--- src/hdl/port9_map.vh ---
`ifndef PORT9_MAP_VH
`define PORT9_MAP_VH

// Register indices; byte address is four times the index
`define MODE_FULL_IDX        12'h452
`define MODE_UPPER_IDX       12'h453
`define FUNC_FULL_IDX        12'h472
`define FUNC_UPPER_IDX       12'h473

// Byte addresses on the bus (index times four)
`define MODE_FULL_ADDR       14'h1148
`define MODE_UPPER_ADDR      14'h114C
`define FUNC_FULL_ADDR       14'h11C8
`define FUNC_UPPER_ADDR      14'h11CC
`define ADDR_MSB             13

// Reset values
`define MODE_RESET           16'h0000
`define FUNC_RESET           16'h0000

// Implemented bits; function bits 1 and 0 do not exist
`define MODE_WMASK           16'hFFFF
`define FUNC_WMASK           16'hFFFC

// Half positions
`define HALF_LO_LSB          0
`define HALF_HI_LSB          8

// Pin positions of the alternate functions and of address bits 1 and 0
`define PIN_SER3_CLK         15
`define PIN_SER3_OUT         14
`define PIN_SER3_IN          13
`define PIN_SER2_CLK         12
`define PIN_SER2_OUT         11
`define PIN_SER2_IN          10
`define PIN_UART1_TX         9
`define PIN_UART1_RX         8
`define PIN_TIMER5           7
`define PIN_TIMER4           6
`define PIN_TIMER3           5
`define PIN_TIMER2           4
`define PIN_IRQ6             3
`define PIN_IRQ5             2
`define PIN_ADDR1            1
`define PIN_ADDR0            0

// Bus codes
`define HSIZE_BYTE           3'h0
`define HTRANS_NONSEQ_BIT    1

`endif

--- src/hdl/port9_function_select.v ---
// The address map and the AHB-Lite interface to the registers were left to the implementer.
`timescale 1ns/100ps
`include "port9_map.vh"

module port9_function_select
(
   input  wire        hclk,
   input  wire        hresetn,
   input  wire        hsel,
   input  wire [31:0] haddr,
   input  wire [1:0]  htrans,
   input  wire        hwrite,
   input  wire [2:0]  hsize,
   input  wire [31:0] hwdata,
   input  wire        hready,
   output reg  [31:0] hrdata_r,
   output reg         hreadyout_r,
   output reg         hresp_r,
   input  wire [15:0] port_out_data,
   input  wire [15:0] port_dir_out,
   input  wire [15:0] separate_bus_address_bits,
   input  wire        serial3_clock_out,
   input  wire        serial3_clock_oe_n,
   input  wire        serial3_out,
   input  wire        serial2_clock_out,
   input  wire        serial2_clock_oe_n,
   input  wire        serial2_out,
   input  wire        uart1_transmit,
   input  wire        timer_output_five,
   input  wire        timer_output_four,
   input  wire        timer_output_three,
   input  wire        timer_output_two,
   input  wire [15:0] pin_in,
   output reg  [15:0] pin_out_r,
   output reg  [15:0] pin_oe_n_r,
   output reg  [15:0] port_pin_level_r,
   output reg         serial3_clock_in_r,
   output reg         serial3_in_r,
   output reg         serial2_clock_in_r,
   output reg         serial2_in_r,
   output reg         uart1_receive_r,
   output reg         external_irq_six_r,
   output reg         external_irq_five_r
);

   wire [15:0] pin_mode_select;
   wire [15:0] pin_function_select;

   reg         wr_pend_r;
   reg         rd_pend_r;
   reg [`ADDR_MSB:0] addr_r;
   reg         byte_r;

   reg         mode_wr_lo;
   reg         mode_wr_hi;
   reg         func_wr_lo;
   reg         func_wr_hi;
   reg [15:0]  wr_data;
   reg [31:0]  rd_data;

   reg [15:0]  pin_out_nxt;
   reg [15:0]  pin_oe_n_nxt;
   integer     i;

   wire        take = hsel & hready & htrans[`HTRANS_NONSEQ_BIT];

   // True when pin n is in control mode with its alternate function chosen
   function alt_sel;
      input [15:0] mode;
      input [15:0] func;
      input integer n;
      begin
         alt_sel = mode[n] & func[n];
      end
   endfunction

   // Places the upper byte of a half-register value, or the whole value, into the low bits, upper bits zero
   function [31:0] half_word;
      input [15:0] val;
      input        upper;
      begin
         if (upper)
         begin
            half_word = {24'h000000, val[15:8]};
         end
         else
         begin
            half_word = {16'h0000, val};
         end
      end
   endfunction

   // Address phase capture; reads take one wait state so a write just
   // committed is always seen by a following read
   always @(posedge hclk or negedge hresetn)
   begin
      if (!hresetn)
      begin
         wr_pend_r   <= 1'b0;
         rd_pend_r   <= 1'b0;
         addr_r      <= {(`ADDR_MSB+1){1'b0}};
         byte_r      <= 1'b0;
         hreadyout_r <= 1'b1;
         hresp_r     <= 1'b0;
         hrdata_r    <= 32'h00000000;
      end
      else
      begin
         hresp_r <= 1'b0;
         if (rd_pend_r)
         begin
            hrdata_r    <= rd_data;
            hreadyout_r <= 1'b1;
            rd_pend_r   <= 1'b0;
            wr_pend_r   <= 1'b0;
         end
         else if (take)
         begin
            addr_r      <= haddr[`ADDR_MSB:0];
            byte_r      <= (hsize == `HSIZE_BYTE);
            wr_pend_r   <= hwrite;
            rd_pend_r   <= ~hwrite;
            hreadyout_r <= hwrite;
         end
         else
         begin
            wr_pend_r   <= 1'b0;
         end
      end
   end

   // Write decode; a byte write to the full address is the lower half,
   // so a whole-register write needs a halfword or word size
   always @*
   begin
      mode_wr_lo = 1'b0;
      mode_wr_hi = 1'b0;
      func_wr_lo = 1'b0;
      func_wr_hi = 1'b0;
      wr_data    = hwdata[15:0];
      if (wr_pend_r)
      begin
         case (addr_r)
            `MODE_FULL_ADDR:
            begin
               mode_wr_lo = 1'b1;
               mode_wr_hi = ~byte_r;
            end
            `MODE_UPPER_ADDR:
            begin
               mode_wr_hi = 1'b1;
               wr_data    = {hwdata[7:0], 8'h00};
            end
            `FUNC_FULL_ADDR:
            begin
               func_wr_lo = 1'b1;
               func_wr_hi = ~byte_r;
            end
            `FUNC_UPPER_ADDR:
            begin
               func_wr_hi = 1'b1;
               wr_data    = {hwdata[7:0], 8'h00};
            end
            default:
            begin
               wr_data = hwdata[15:0];
            end
         endcase
      end
   end

   // Read decode; unmapped addresses read zero with an OKAY answer
   always @*
   begin
      case (addr_r)
         `MODE_FULL_ADDR:   rd_data = half_word(pin_mode_select, 1'b0);
         `MODE_UPPER_ADDR:  rd_data = half_word(pin_mode_select, 1'b1);
         `FUNC_FULL_ADDR:   rd_data = half_word(pin_function_select, 1'b0);
         `FUNC_UPPER_ADDR:  rd_data = half_word(pin_function_select, 1'b1);
         default:           rd_data = 32'h00000000;
      endcase
      if (byte_r && (addr_r == `MODE_FULL_ADDR || addr_r == `FUNC_FULL_ADDR))
      begin
         rd_data = {24'h000000, rd_data[7:0]};
      end
   end

   half_reg
   #(
      .RESET_VAL (`MODE_RESET),
      .WMASK     (`MODE_WMASK)
   )
   u_mode
   (
      .hclk    (hclk),
      .hresetn (hresetn),
      .wr_lo   (mode_wr_lo),
      .wr_hi   (mode_wr_hi),
      .din     (wr_data),
      .q_r     (pin_mode_select)
   );

   // Missing bits 1 and 0 are masked so they always read zero
   half_reg
   #(
      .RESET_VAL (`FUNC_RESET),
      .WMASK     (`FUNC_WMASK)
   )
   u_func
   (
      .hclk    (hclk),
      .hresetn (hresetn),
      .wr_lo   (func_wr_lo),
      .wr_hi   (func_wr_hi),
      .din     (wr_data),
      .q_r     (pin_function_select)
   );

   // Pin mux. Outputs are registered, so a new setting reaches the pins
   // one cycle after the register changes. Writing mode before clearing
   // function briefly shows alternate functions on the pins.
   always @*
   begin
      for (i = 0; i < 16; i = i + 1)
      begin
         if (!pin_mode_select[i])
         begin
            pin_out_nxt[i]  = port_out_data[i];
            pin_oe_n_nxt[i] = ~port_dir_out[i];
         end
         else
         begin
            pin_out_nxt[i]  = separate_bus_address_bits[i];
            pin_oe_n_nxt[i] = 1'b0;
         end
      end
      if (alt_sel(pin_mode_select, pin_function_select, `PIN_SER3_CLK))
      begin
         pin_out_nxt[`PIN_SER3_CLK]  = serial3_clock_out;
         pin_oe_n_nxt[`PIN_SER3_CLK] = serial3_clock_oe_n;
      end
      if (alt_sel(pin_mode_select, pin_function_select, `PIN_SER3_OUT))
      begin
         pin_out_nxt[`PIN_SER3_OUT]  = serial3_out;
      end
      if (alt_sel(pin_mode_select, pin_function_select, `PIN_SER3_IN))
      begin
         pin_out_nxt[`PIN_SER3_IN]   = 1'b0;
         pin_oe_n_nxt[`PIN_SER3_IN]  = 1'b1;
      end
      if (alt_sel(pin_mode_select, pin_function_select, `PIN_SER2_CLK))
      begin
         pin_out_nxt[`PIN_SER2_CLK]  = serial2_clock_out;
         pin_oe_n_nxt[`PIN_SER2_CLK] = serial2_clock_oe_n;
      end
      if (alt_sel(pin_mode_select, pin_function_select, `PIN_SER2_OUT))
      begin
         pin_out_nxt[`PIN_SER2_OUT]  = serial2_out;
      end
      if (alt_sel(pin_mode_select, pin_function_select, `PIN_SER2_IN))
      begin
         pin_out_nxt[`PIN_SER2_IN]   = 1'b0;
         pin_oe_n_nxt[`PIN_SER2_IN]  = 1'b1;
      end
      if (alt_sel(pin_mode_select, pin_function_select, `PIN_UART1_TX))
      begin
         pin_out_nxt[`PIN_UART1_TX]  = uart1_transmit;
      end
      if (alt_sel(pin_mode_select, pin_function_select, `PIN_UART1_RX))
      begin
         pin_out_nxt[`PIN_UART1_RX]  = 1'b0;
         pin_oe_n_nxt[`PIN_UART1_RX] = 1'b1;
      end
      if (alt_sel(pin_mode_select, pin_function_select, `PIN_TIMER5))
      begin
         pin_out_nxt[`PIN_TIMER5]    = timer_output_five;
      end
      if (alt_sel(pin_mode_select, pin_function_select, `PIN_TIMER4))
      begin
         pin_out_nxt[`PIN_TIMER4]    = timer_output_four;
      end
      if (alt_sel(pin_mode_select, pin_function_select, `PIN_TIMER3))
      begin
         pin_out_nxt[`PIN_TIMER3]    = timer_output_three;
      end
      if (alt_sel(pin_mode_select, pin_function_select, `PIN_TIMER2))
      begin
         pin_out_nxt[`PIN_TIMER2]    = timer_output_two;
      end
      if (alt_sel(pin_mode_select, pin_function_select, `PIN_IRQ6))
      begin
         pin_out_nxt[`PIN_IRQ6]      = 1'b0;
         pin_oe_n_nxt[`PIN_IRQ6]     = 1'b1;
      end
      if (alt_sel(pin_mode_select, pin_function_select, `PIN_IRQ5))
      begin
         pin_out_nxt[`PIN_IRQ5]      = 1'b0;
         pin_oe_n_nxt[`PIN_IRQ5]     = 1'b1;
      end
   end

   // Peripheral inputs idle at a quiet level when their pin is not given
   // to them: serial and uart lines high, interrupt requests low
   always @(posedge hclk or negedge hresetn)
   begin
      if (!hresetn)
      begin
         pin_out_r           <= 16'h0000;
         pin_oe_n_r          <= 16'hFFFF;
         port_pin_level_r    <= 16'h0000;
         serial3_clock_in_r  <= 1'b1;
         serial3_in_r        <= 1'b1;
         serial2_clock_in_r  <= 1'b1;
         serial2_in_r        <= 1'b1;
         uart1_receive_r     <= 1'b1;
         external_irq_six_r  <= 1'b0;
         external_irq_five_r <= 1'b0;
      end
      else
      begin
         pin_out_r        <= pin_out_nxt;
         pin_oe_n_r       <= pin_oe_n_nxt;
         port_pin_level_r <= pin_in;
         serial3_clock_in_r <=
            alt_sel(pin_mode_select, pin_function_select, `PIN_SER3_CLK) ?
            pin_in[`PIN_SER3_CLK] : 1'b1;
         serial3_in_r <=
            alt_sel(pin_mode_select, pin_function_select, `PIN_SER3_IN) ?
            pin_in[`PIN_SER3_IN] : 1'b1;
         serial2_clock_in_r <=
            alt_sel(pin_mode_select, pin_function_select, `PIN_SER2_CLK) ?
            pin_in[`PIN_SER2_CLK] : 1'b1;
         serial2_in_r <=
            alt_sel(pin_mode_select, pin_function_select, `PIN_SER2_IN) ?
            pin_in[`PIN_SER2_IN] : 1'b1;
         uart1_receive_r <=
            alt_sel(pin_mode_select, pin_function_select, `PIN_UART1_RX) ?
            pin_in[`PIN_UART1_RX] : 1'b1;
         external_irq_six_r <=
            alt_sel(pin_mode_select, pin_function_select, `PIN_IRQ6) ?
            pin_in[`PIN_IRQ6] : 1'b0;
         external_irq_five_r <=
            alt_sel(pin_mode_select, pin_function_select, `PIN_IRQ5) ?
            pin_in[`PIN_IRQ5] : 1'b0;
      end
   end

endmodule

--- src/hdl/half_reg.v ---
`timescale 1ns/100ps
// 16-bit control register written as a whole or per byte half
module half_reg
#(
   parameter [15:0] RESET_VAL = 16'h0000,
   parameter [15:0] WMASK     = 16'hFFFF
)
(
   input  wire        hclk,
   input  wire        hresetn,
   input  wire        wr_lo,
   input  wire        wr_hi,
   input  wire [15:0] din,
   output reg  [15:0] q_r
);

   reg [15:0] q_nxt;

   always @*
   begin
      q_nxt = q_r;
      if (wr_lo)
      begin
         q_nxt[7:0] = din[7:0];
      end
      if (wr_hi)
      begin
         q_nxt[15:8] = din[15:8];
      end
      q_nxt = q_nxt & WMASK;
   end

   always @(posedge hclk or negedge hresetn)
   begin
      if (!hresetn)
      begin
         q_r <= RESET_VAL;
      end
      else
      begin
         q_r <= q_nxt;
      end
   end

endmodule

--- config.mk ---
export PLATFORM = sky130hd
export DESIGN_NAME = port9_function_select
export DESIGN_NICKNAME = d
export VERILOG_FILES = /design/src/hdl/port9_function_select.v /design/src/hdl/half_reg.v
export VERILOG_INCLUDE_DIRS = /design/src /design/src/hdl
export SDC_FILE = /design/constraint.sdc
export NUM_CORES = 1
export LEC_CHECK = 0
export ABC_AREA = 1
export BUFFER_PORTS_ARGS = -buffer_cell sky130_fd_sc_hd__buf_2
export CORE_ASPECT_RATIO = 1.5
export CORE_UTILIZATION = 42
export CTS_CLUSTER_DIAMETER = 40
export DETAILED_ROUTE_END_ITERATION = 12
export MAX_ROUTING_LAYER = met4
export PLACE_DENSITY = 0.79
export REMOVE_ABC_BUFFERS = 1
export SLEW_MARGIN = 15
export SYNTH_ARGS = -nofsm -noshare
export SYNTH_HDL_FRONTEND = slang
export SYNTH_HIERARCHICAL = 1
export SYNTH_SLANG_ARGS = --single-unit
--- constraint.sdc ---
create_clock -name hclk -period 1.8 [get_ports hclk]
set_clock_uncertainty 0.1 [all_clocks]
set_input_delay 0.54 -clock hclk [delete_from_list [all_inputs] [get_ports hclk]]
set_output_delay 0.54 -clock hclk [all_outputs]
set_load 0.02 [all_outputs]
# --- After elaboration in Yosys (flattened, before gate mapping) ---
# Index checks and enable logic that the tools add are counted.
totals:
  mem_bits_ro: 0
  n_memories: 0
  latch_bits: 0
  reg_bits: 135
  ramBits: 0
  in_bits: 149
  word_cells: 143
  out_inout_bits: 89
op_classes:
  shifts: 0
  n_bitwise: 35
  mul: 0
  order_cmp: 0
  addsub: 0
  eq_ne: 4
  div_mod_pow: 0
  muxes: 78
  n_reduce_logical: 6
ops:
  columns: ["cell", "count"]
  rows:
  - ["2-to-1 mux 1 bit", 72]
  - ["case mux 16 bit (4 select lines)", 1]
  - ["== test 14 x 13 -> 1 bit, second input constant", 4]
  - ["2-to-1 mux 16 bit", 2]
  - ["2-to-1 mux 32 bit", 1]
  - ["inverter 1 bit", 19]
  - ["AND 1 bit", 16]
  - ["case mux 1 bit (2 select lines)", 2]
  - ["zero test 3 bit", 1]
  - ["AND reduction 2 bit", 1]
  - ["nonzero test 2 bit", 1]
  - ["OR reduction 2 bit", 1]
  - ["logical AND 1 bit", 1]
  - ["logical OR 1 bit", 1]

# --- Depth between registers and ports, before layout ---
depth:
  depth_word: 4
  ltp_mapped: 12
  ltp_nobuf: 11

# --- By module ---
# The synthesis kept the hierarchy.
modules_own_cells:
  columns: ["module", "n_inst", "cells_per_inst", "area_per_inst_um2"]
  rows:
  - ["port9_function_select", 1, 449, 4037.6]
  - ["half_reg at u_mode", 1, 68, 610.6]
  - ["half_reg at u_func", 1, 62, 545.5]

# --- Worst setup path after synthesis ---
# OpenSTA, ideal clock, no wires.
synth_timing:
  path_kind: "register to register"
  start: "register addr_r[1]"
  end: "register u_func.q_r[12]"
  n_path_buf: 2
  period_less_slack_ns: 1.696
  setup_ns: 0.117
  path_stages_with_launch: 11
  t_required_ns: 1.583
  t_arrival_ns: 1.479
  slack_ns: 0.104
  path_cell_list: "dfrtp_1 nor2_4 nand3_2 nor2_4 buf_6 nand3_1 a21oi_1 buf_6 inv_2 nand2_1 nand2_1"
synth_rtl:
  columns: ["element", "line_no", "text"]
  rows:
  - ["from (decl)", "port9_function_select.v:51", "reg [`ADDR_MSB:0] addr_r;"]
  - ["from (signal assigned)", "port9_function_select.v:101", "addr_r <= {(`ADDR_MSB+1){1'b0}};"]
  - ["from (signal assigned)", "port9_function_select.v:119", "addr_r <= haddr[`ADDR_MSB:0];"]
  - ["== test 14 x 13 -> 1 bit", "port9_function_select.v:143", "case (addr_r)"]
  - ["case mux 1 bit (2 select lines) (*)", "port9_function_select.v:143", null]
  - ["2-to-1 mux 1 bit (*)", "port9_function_select.v:141", "if (wr_pend_r)"]
  - ["via func_wr_hi", "port9_function_select.v:57", "reg func_wr_hi;"]
  - ["to (signal assigned)", "half_reg.v:41", "q_r <= q_nxt;"]
  - ["to (decl)", "half_reg.v:14", "output reg [15:0] q_r"]
# The timed path passes the listed nets; every way through them passes the cells marked *.
# A chain may end at the register's enable or synchronous reset.

# --- Worst setup path after layout ---
layout_timing:
  start: "register addr_r[13]"
  end: "register u_func.q_r[11]"
# The elaborated chain is that of the path after synthesis.

==> summary.txt <==
STA
  – Worst slew pin tran: 0.623 ns
  – Fmax: 569 MHz
  – Fin Setup TNS: 0 ns
  – Period utilisation layout: 97.6%
  – Max Slew Vio Count: 0
  – Setup violators final: 0
  – Fin. Hold Viols: 0
  – Slew margin rel.: 58.4%
  – Fin crit period: 1.76 ns

Die
  – Initial Util: 43.2%
  – Die width: 92.8 microns
  – Die area: 12800 sq um
  – Rows: 49
  – Core box area: 12000 sq um
  – Die span in y: 138 microns
  – Boundary pin count: 238

Synth
  – Sequential area share after synthesis: 57.9%
  – Unique cell type count in the Yosys netlist: 29
  – Synth Area in Adders: 0%
  – Synthesized area per cell: 8.97 sq um
  – Area leader, netlist: dfrtp_1
  – Largest family of logic cells by synthesized area: simple AND/OR/NAND/NOR gates
  – Cells after Synth: 579
  – Yosys top cell area share: 46.7%
  – Xor and xnor fraction of the mapped netlist area: 0%
  – Simple-Gate Fraction of Synth Area: 27.3%
  – Synth Area in Compound Gates: 6.29%
  – Mapped Area: 5190 sq um
  – Synthesized flop and latch total: 119
  – Mux cell area share after synthesis: 0.819%
  – Ranking of synthesized cells by area: dfrtp_1, nand2_1, dfstp_2
  – Synth warn: 6

Cells and area
  – # nets final: 937
  – Register Area: 3010 sq um
  – Filler cells: 1121
  – Most common cell after layout, fill and taps aside: nand2_1
  – Share of cells above drive strength 1: 38.5%
  – P&R area growth vs syn: 34.1%
  – Most frequent cells in the layout: nand2_1, buf_2, dfrtp_1, nand3_1
  – Footprint of the multi-input gates: 1900 sq um
  – Fin util: 58.0%

Clocking
  – CTS Sinks: 119
  – Clk slew on worst S/H paths: 0.06 ns
  – H-tree depth: 4
  – CTS Buf Count: 17
  – Hold-fix buffers, CTS: 0
  – Clock latency on the worst-skew pair: 0.41 ns
  – Clock root buffer: clkbuf_16
  – TritonCTS clock tree: done
  – CTS Buffer Depth: 2

Routing
  – Via count: 4598
  – Initial DRC Count: 299
  – Routed WL per cell: 14.4 microns
  – Residual DRC count: 0
  – DR vias/cell: 4.81
  – Drt first pass iters: 7
  – Antenna Nets Post-Route: 0
  – WL final: 13700 microns

Critical path
  – Reg2Reg Depth: 9
  – WP data required: 2.05 ns
  – Worst reg-to-reg setup slack: 0.04 ns
  – Crit end category: flip-flop
  – CP Max Fanout: 6
  – R2R Path Start: addr_r[13]$_DFFE_PN0P_
  – RR Endpoint: u_func/q_r[11]$_DFFE_PN0P_
  – Worst Path Arrival: 2.01 ns
  – Critical path launch point type: flip-flop
  – WS Path Type: flip-flop to flip-flop

Placement
  – DPL Wire Length: 9780 microns
  – IO Port Bufs: 185
  – GPL Wtd Cong: 0.856

Pwr
  – P_sw: 1.75 mW
  – PD cells: 962 nW/um^2
  – Peak supply drop: 685 uV
  – Internal: 4.95 mW
  – Combinational fraction of design power: 9.0%
  – Leakage: 3.85 nW
  – Clock share of power: 48.4%
  – Seq pwr share: 42.6%
  – Sw Share: 26.1%

Global route
  – GR Overflow Total: 0
  – Largest net degree at the start of global routing: 62
  – Overall Global Routing Usage: 22.6%
  – Grt met1 use: 25.4%
  – Met3 usage in global routing: 5.89%
  – Vias in the first global route: 4444
  – Initial antenna violation count: 0
  – First-pass GRT wire length: 21500 microns
  – Most used routing layer: met2
  – Grt met2 use: 37.5%

Outcome
  – Status: completed

Hold path
  – Hold crit path type: primary input to async pin

Run
  – Max-Cap Viols: 0
-- metal layers --
layer,wire [microns],vias to the layer above
met5,0,-
met4,412,0
met3,825,38
met2,7360,207
met1,5100,2125
li1,-,2228
-- what timing repair did --
action	4_1_cts	5_1_grt
setup endpoints to repair	8	31
pin swaps	0	3
gates resized for setup	2	16
buffers inserted	0	5
-- registers in the layout, summed over array words and instances (netlist names), 14 cells and up --
register          count
u_mode/q_r           16
u_func/q_r           14
addr_r               14
pin_out_r            16
hrdata_r             16
port_pin_level_r     16
pin_oe_n_r           16
-- how the worst max path moves through the flow --
| stage | startpoint | end | cells after the start |
|---|---|---|---|
| after CTS | addr_r[1]$_DFFE_PN0P_ | u_func/q_r[11]$_DFFE_PN0P_ | 8 |
| after global routing | addr_r[1]$_DFFE_PN0P_ | u_mode/q_r[11]$_DFFE_PN0P_ | 8 |
| final | addr_r[13]$_DFFE_PN0P_ | u_func/q_r[11]$_DFFE_PN0P_ | 9 |
| after floorplan | addr_r[11]$_DFFE_PN0P_ | u_func/q_r[10]$_DFFE_PN0P_ | 8 |
| after global placement | addr_r[1]$_DFFE_PN0P_ | u_func/q_r[12]$_DFFE_PN0P_ | 8 |
| after detailed placement | addr_r[1]$_DFFE_PN0P_ | u_mode/q_r[12]$_DFFE_PN0P_ | 8 |
-- metrics by stage --
step	std cells	cell area (sq um)	setup slack (ns)	total power, mW	hold slack (ns)
after floorplan	563	5020	-0.183	3.18	0.144
after global placement	917	6280	0.0528	3.46	0.354
after detailed placement	917	6280	-0.00276	3.48	0.360
after CTS	949	6860	0.0270	6.75	0.0443
after global routing	954	6960	-0.0349	6.96	0.0451
final	955	6970	0.0425	6.70	0.0349
-- worst max-delay path, cell delays in order, from the launching register on --
cell and delay, ns:
dfrtp_1 0.37, nor2_1 0.14, nand2_2 0.10, nor2_8 0.17, buf_6 0.13, nand3_1 0.13, a21oi_4 0.26, buf_6 0.15
nand2_1 0.06, nand2_1 0.07
-- power by group through the flow --
stage,clock network (mW),registers (mW),logic [mW]
6_report,3.24,2.85,0.605
5_1_grt,3.43,2.86,0.666
4_1_cts,3.31,2.85,0.592
3_5_place_dp,0,2.89,0.589
3_3_place_gp,0,2.89,0.574
2_1_floorplan,0,2.96,0.225
-- cell usage after synthesis --
library cell / n
a21oi_1: 11
a22o_1: 3
a31oi_1: 5
buf_2: 6
buf_4: 19
buf_6: 5
clkbuf_1: 3
conb_1: 2
dfrtp_1: 97
dfstp_2: 22
inv_1: 35
inv_2: 6
mux2_2: 2
mux2i_1: 2
nand2_1: 205
nand2_2: 8
nand2_4: 4
nand3_1: 55
nand3_2: 1
nand3b_1: 1
nor2_1: 39
nor2_2: 2
nor2_4: 5
nor2_8: 1
o21ai_0: 11
o21ai_1: 16
o21ai_2: 8
o41ai_1: 1
or2_2: 4
-- cell families (layout without fill, tap and decap cells) --
| logic type | count (synthesis) | count (layout) |
|---|---|---|
| compound gates | 55 | 55 |
| buf+inv | 74 | 279 |
| flops | 119 | 119 |
| mux | 4 | 4 |
| other cells | 2 | 20 |
| simple gates | 325 | 325 |
-- cell type report --
| type | count | area share [%] |
|---|---|---|
| sequential | 119 | 43.1 |
| multi-input combinational | 403 | 27.3 |
| timing repair buffer | 206 | 16.3 |
| clock buffer | 17 | 6.11 |
| tap | 153 | 2.75 |
| inverter | 41 | 2.32 |
| clock inverter | 15 | 2.07 |
| antenna | 1 | 0.0359 |
Note: power is estimated with default switching activity, not from simulation.
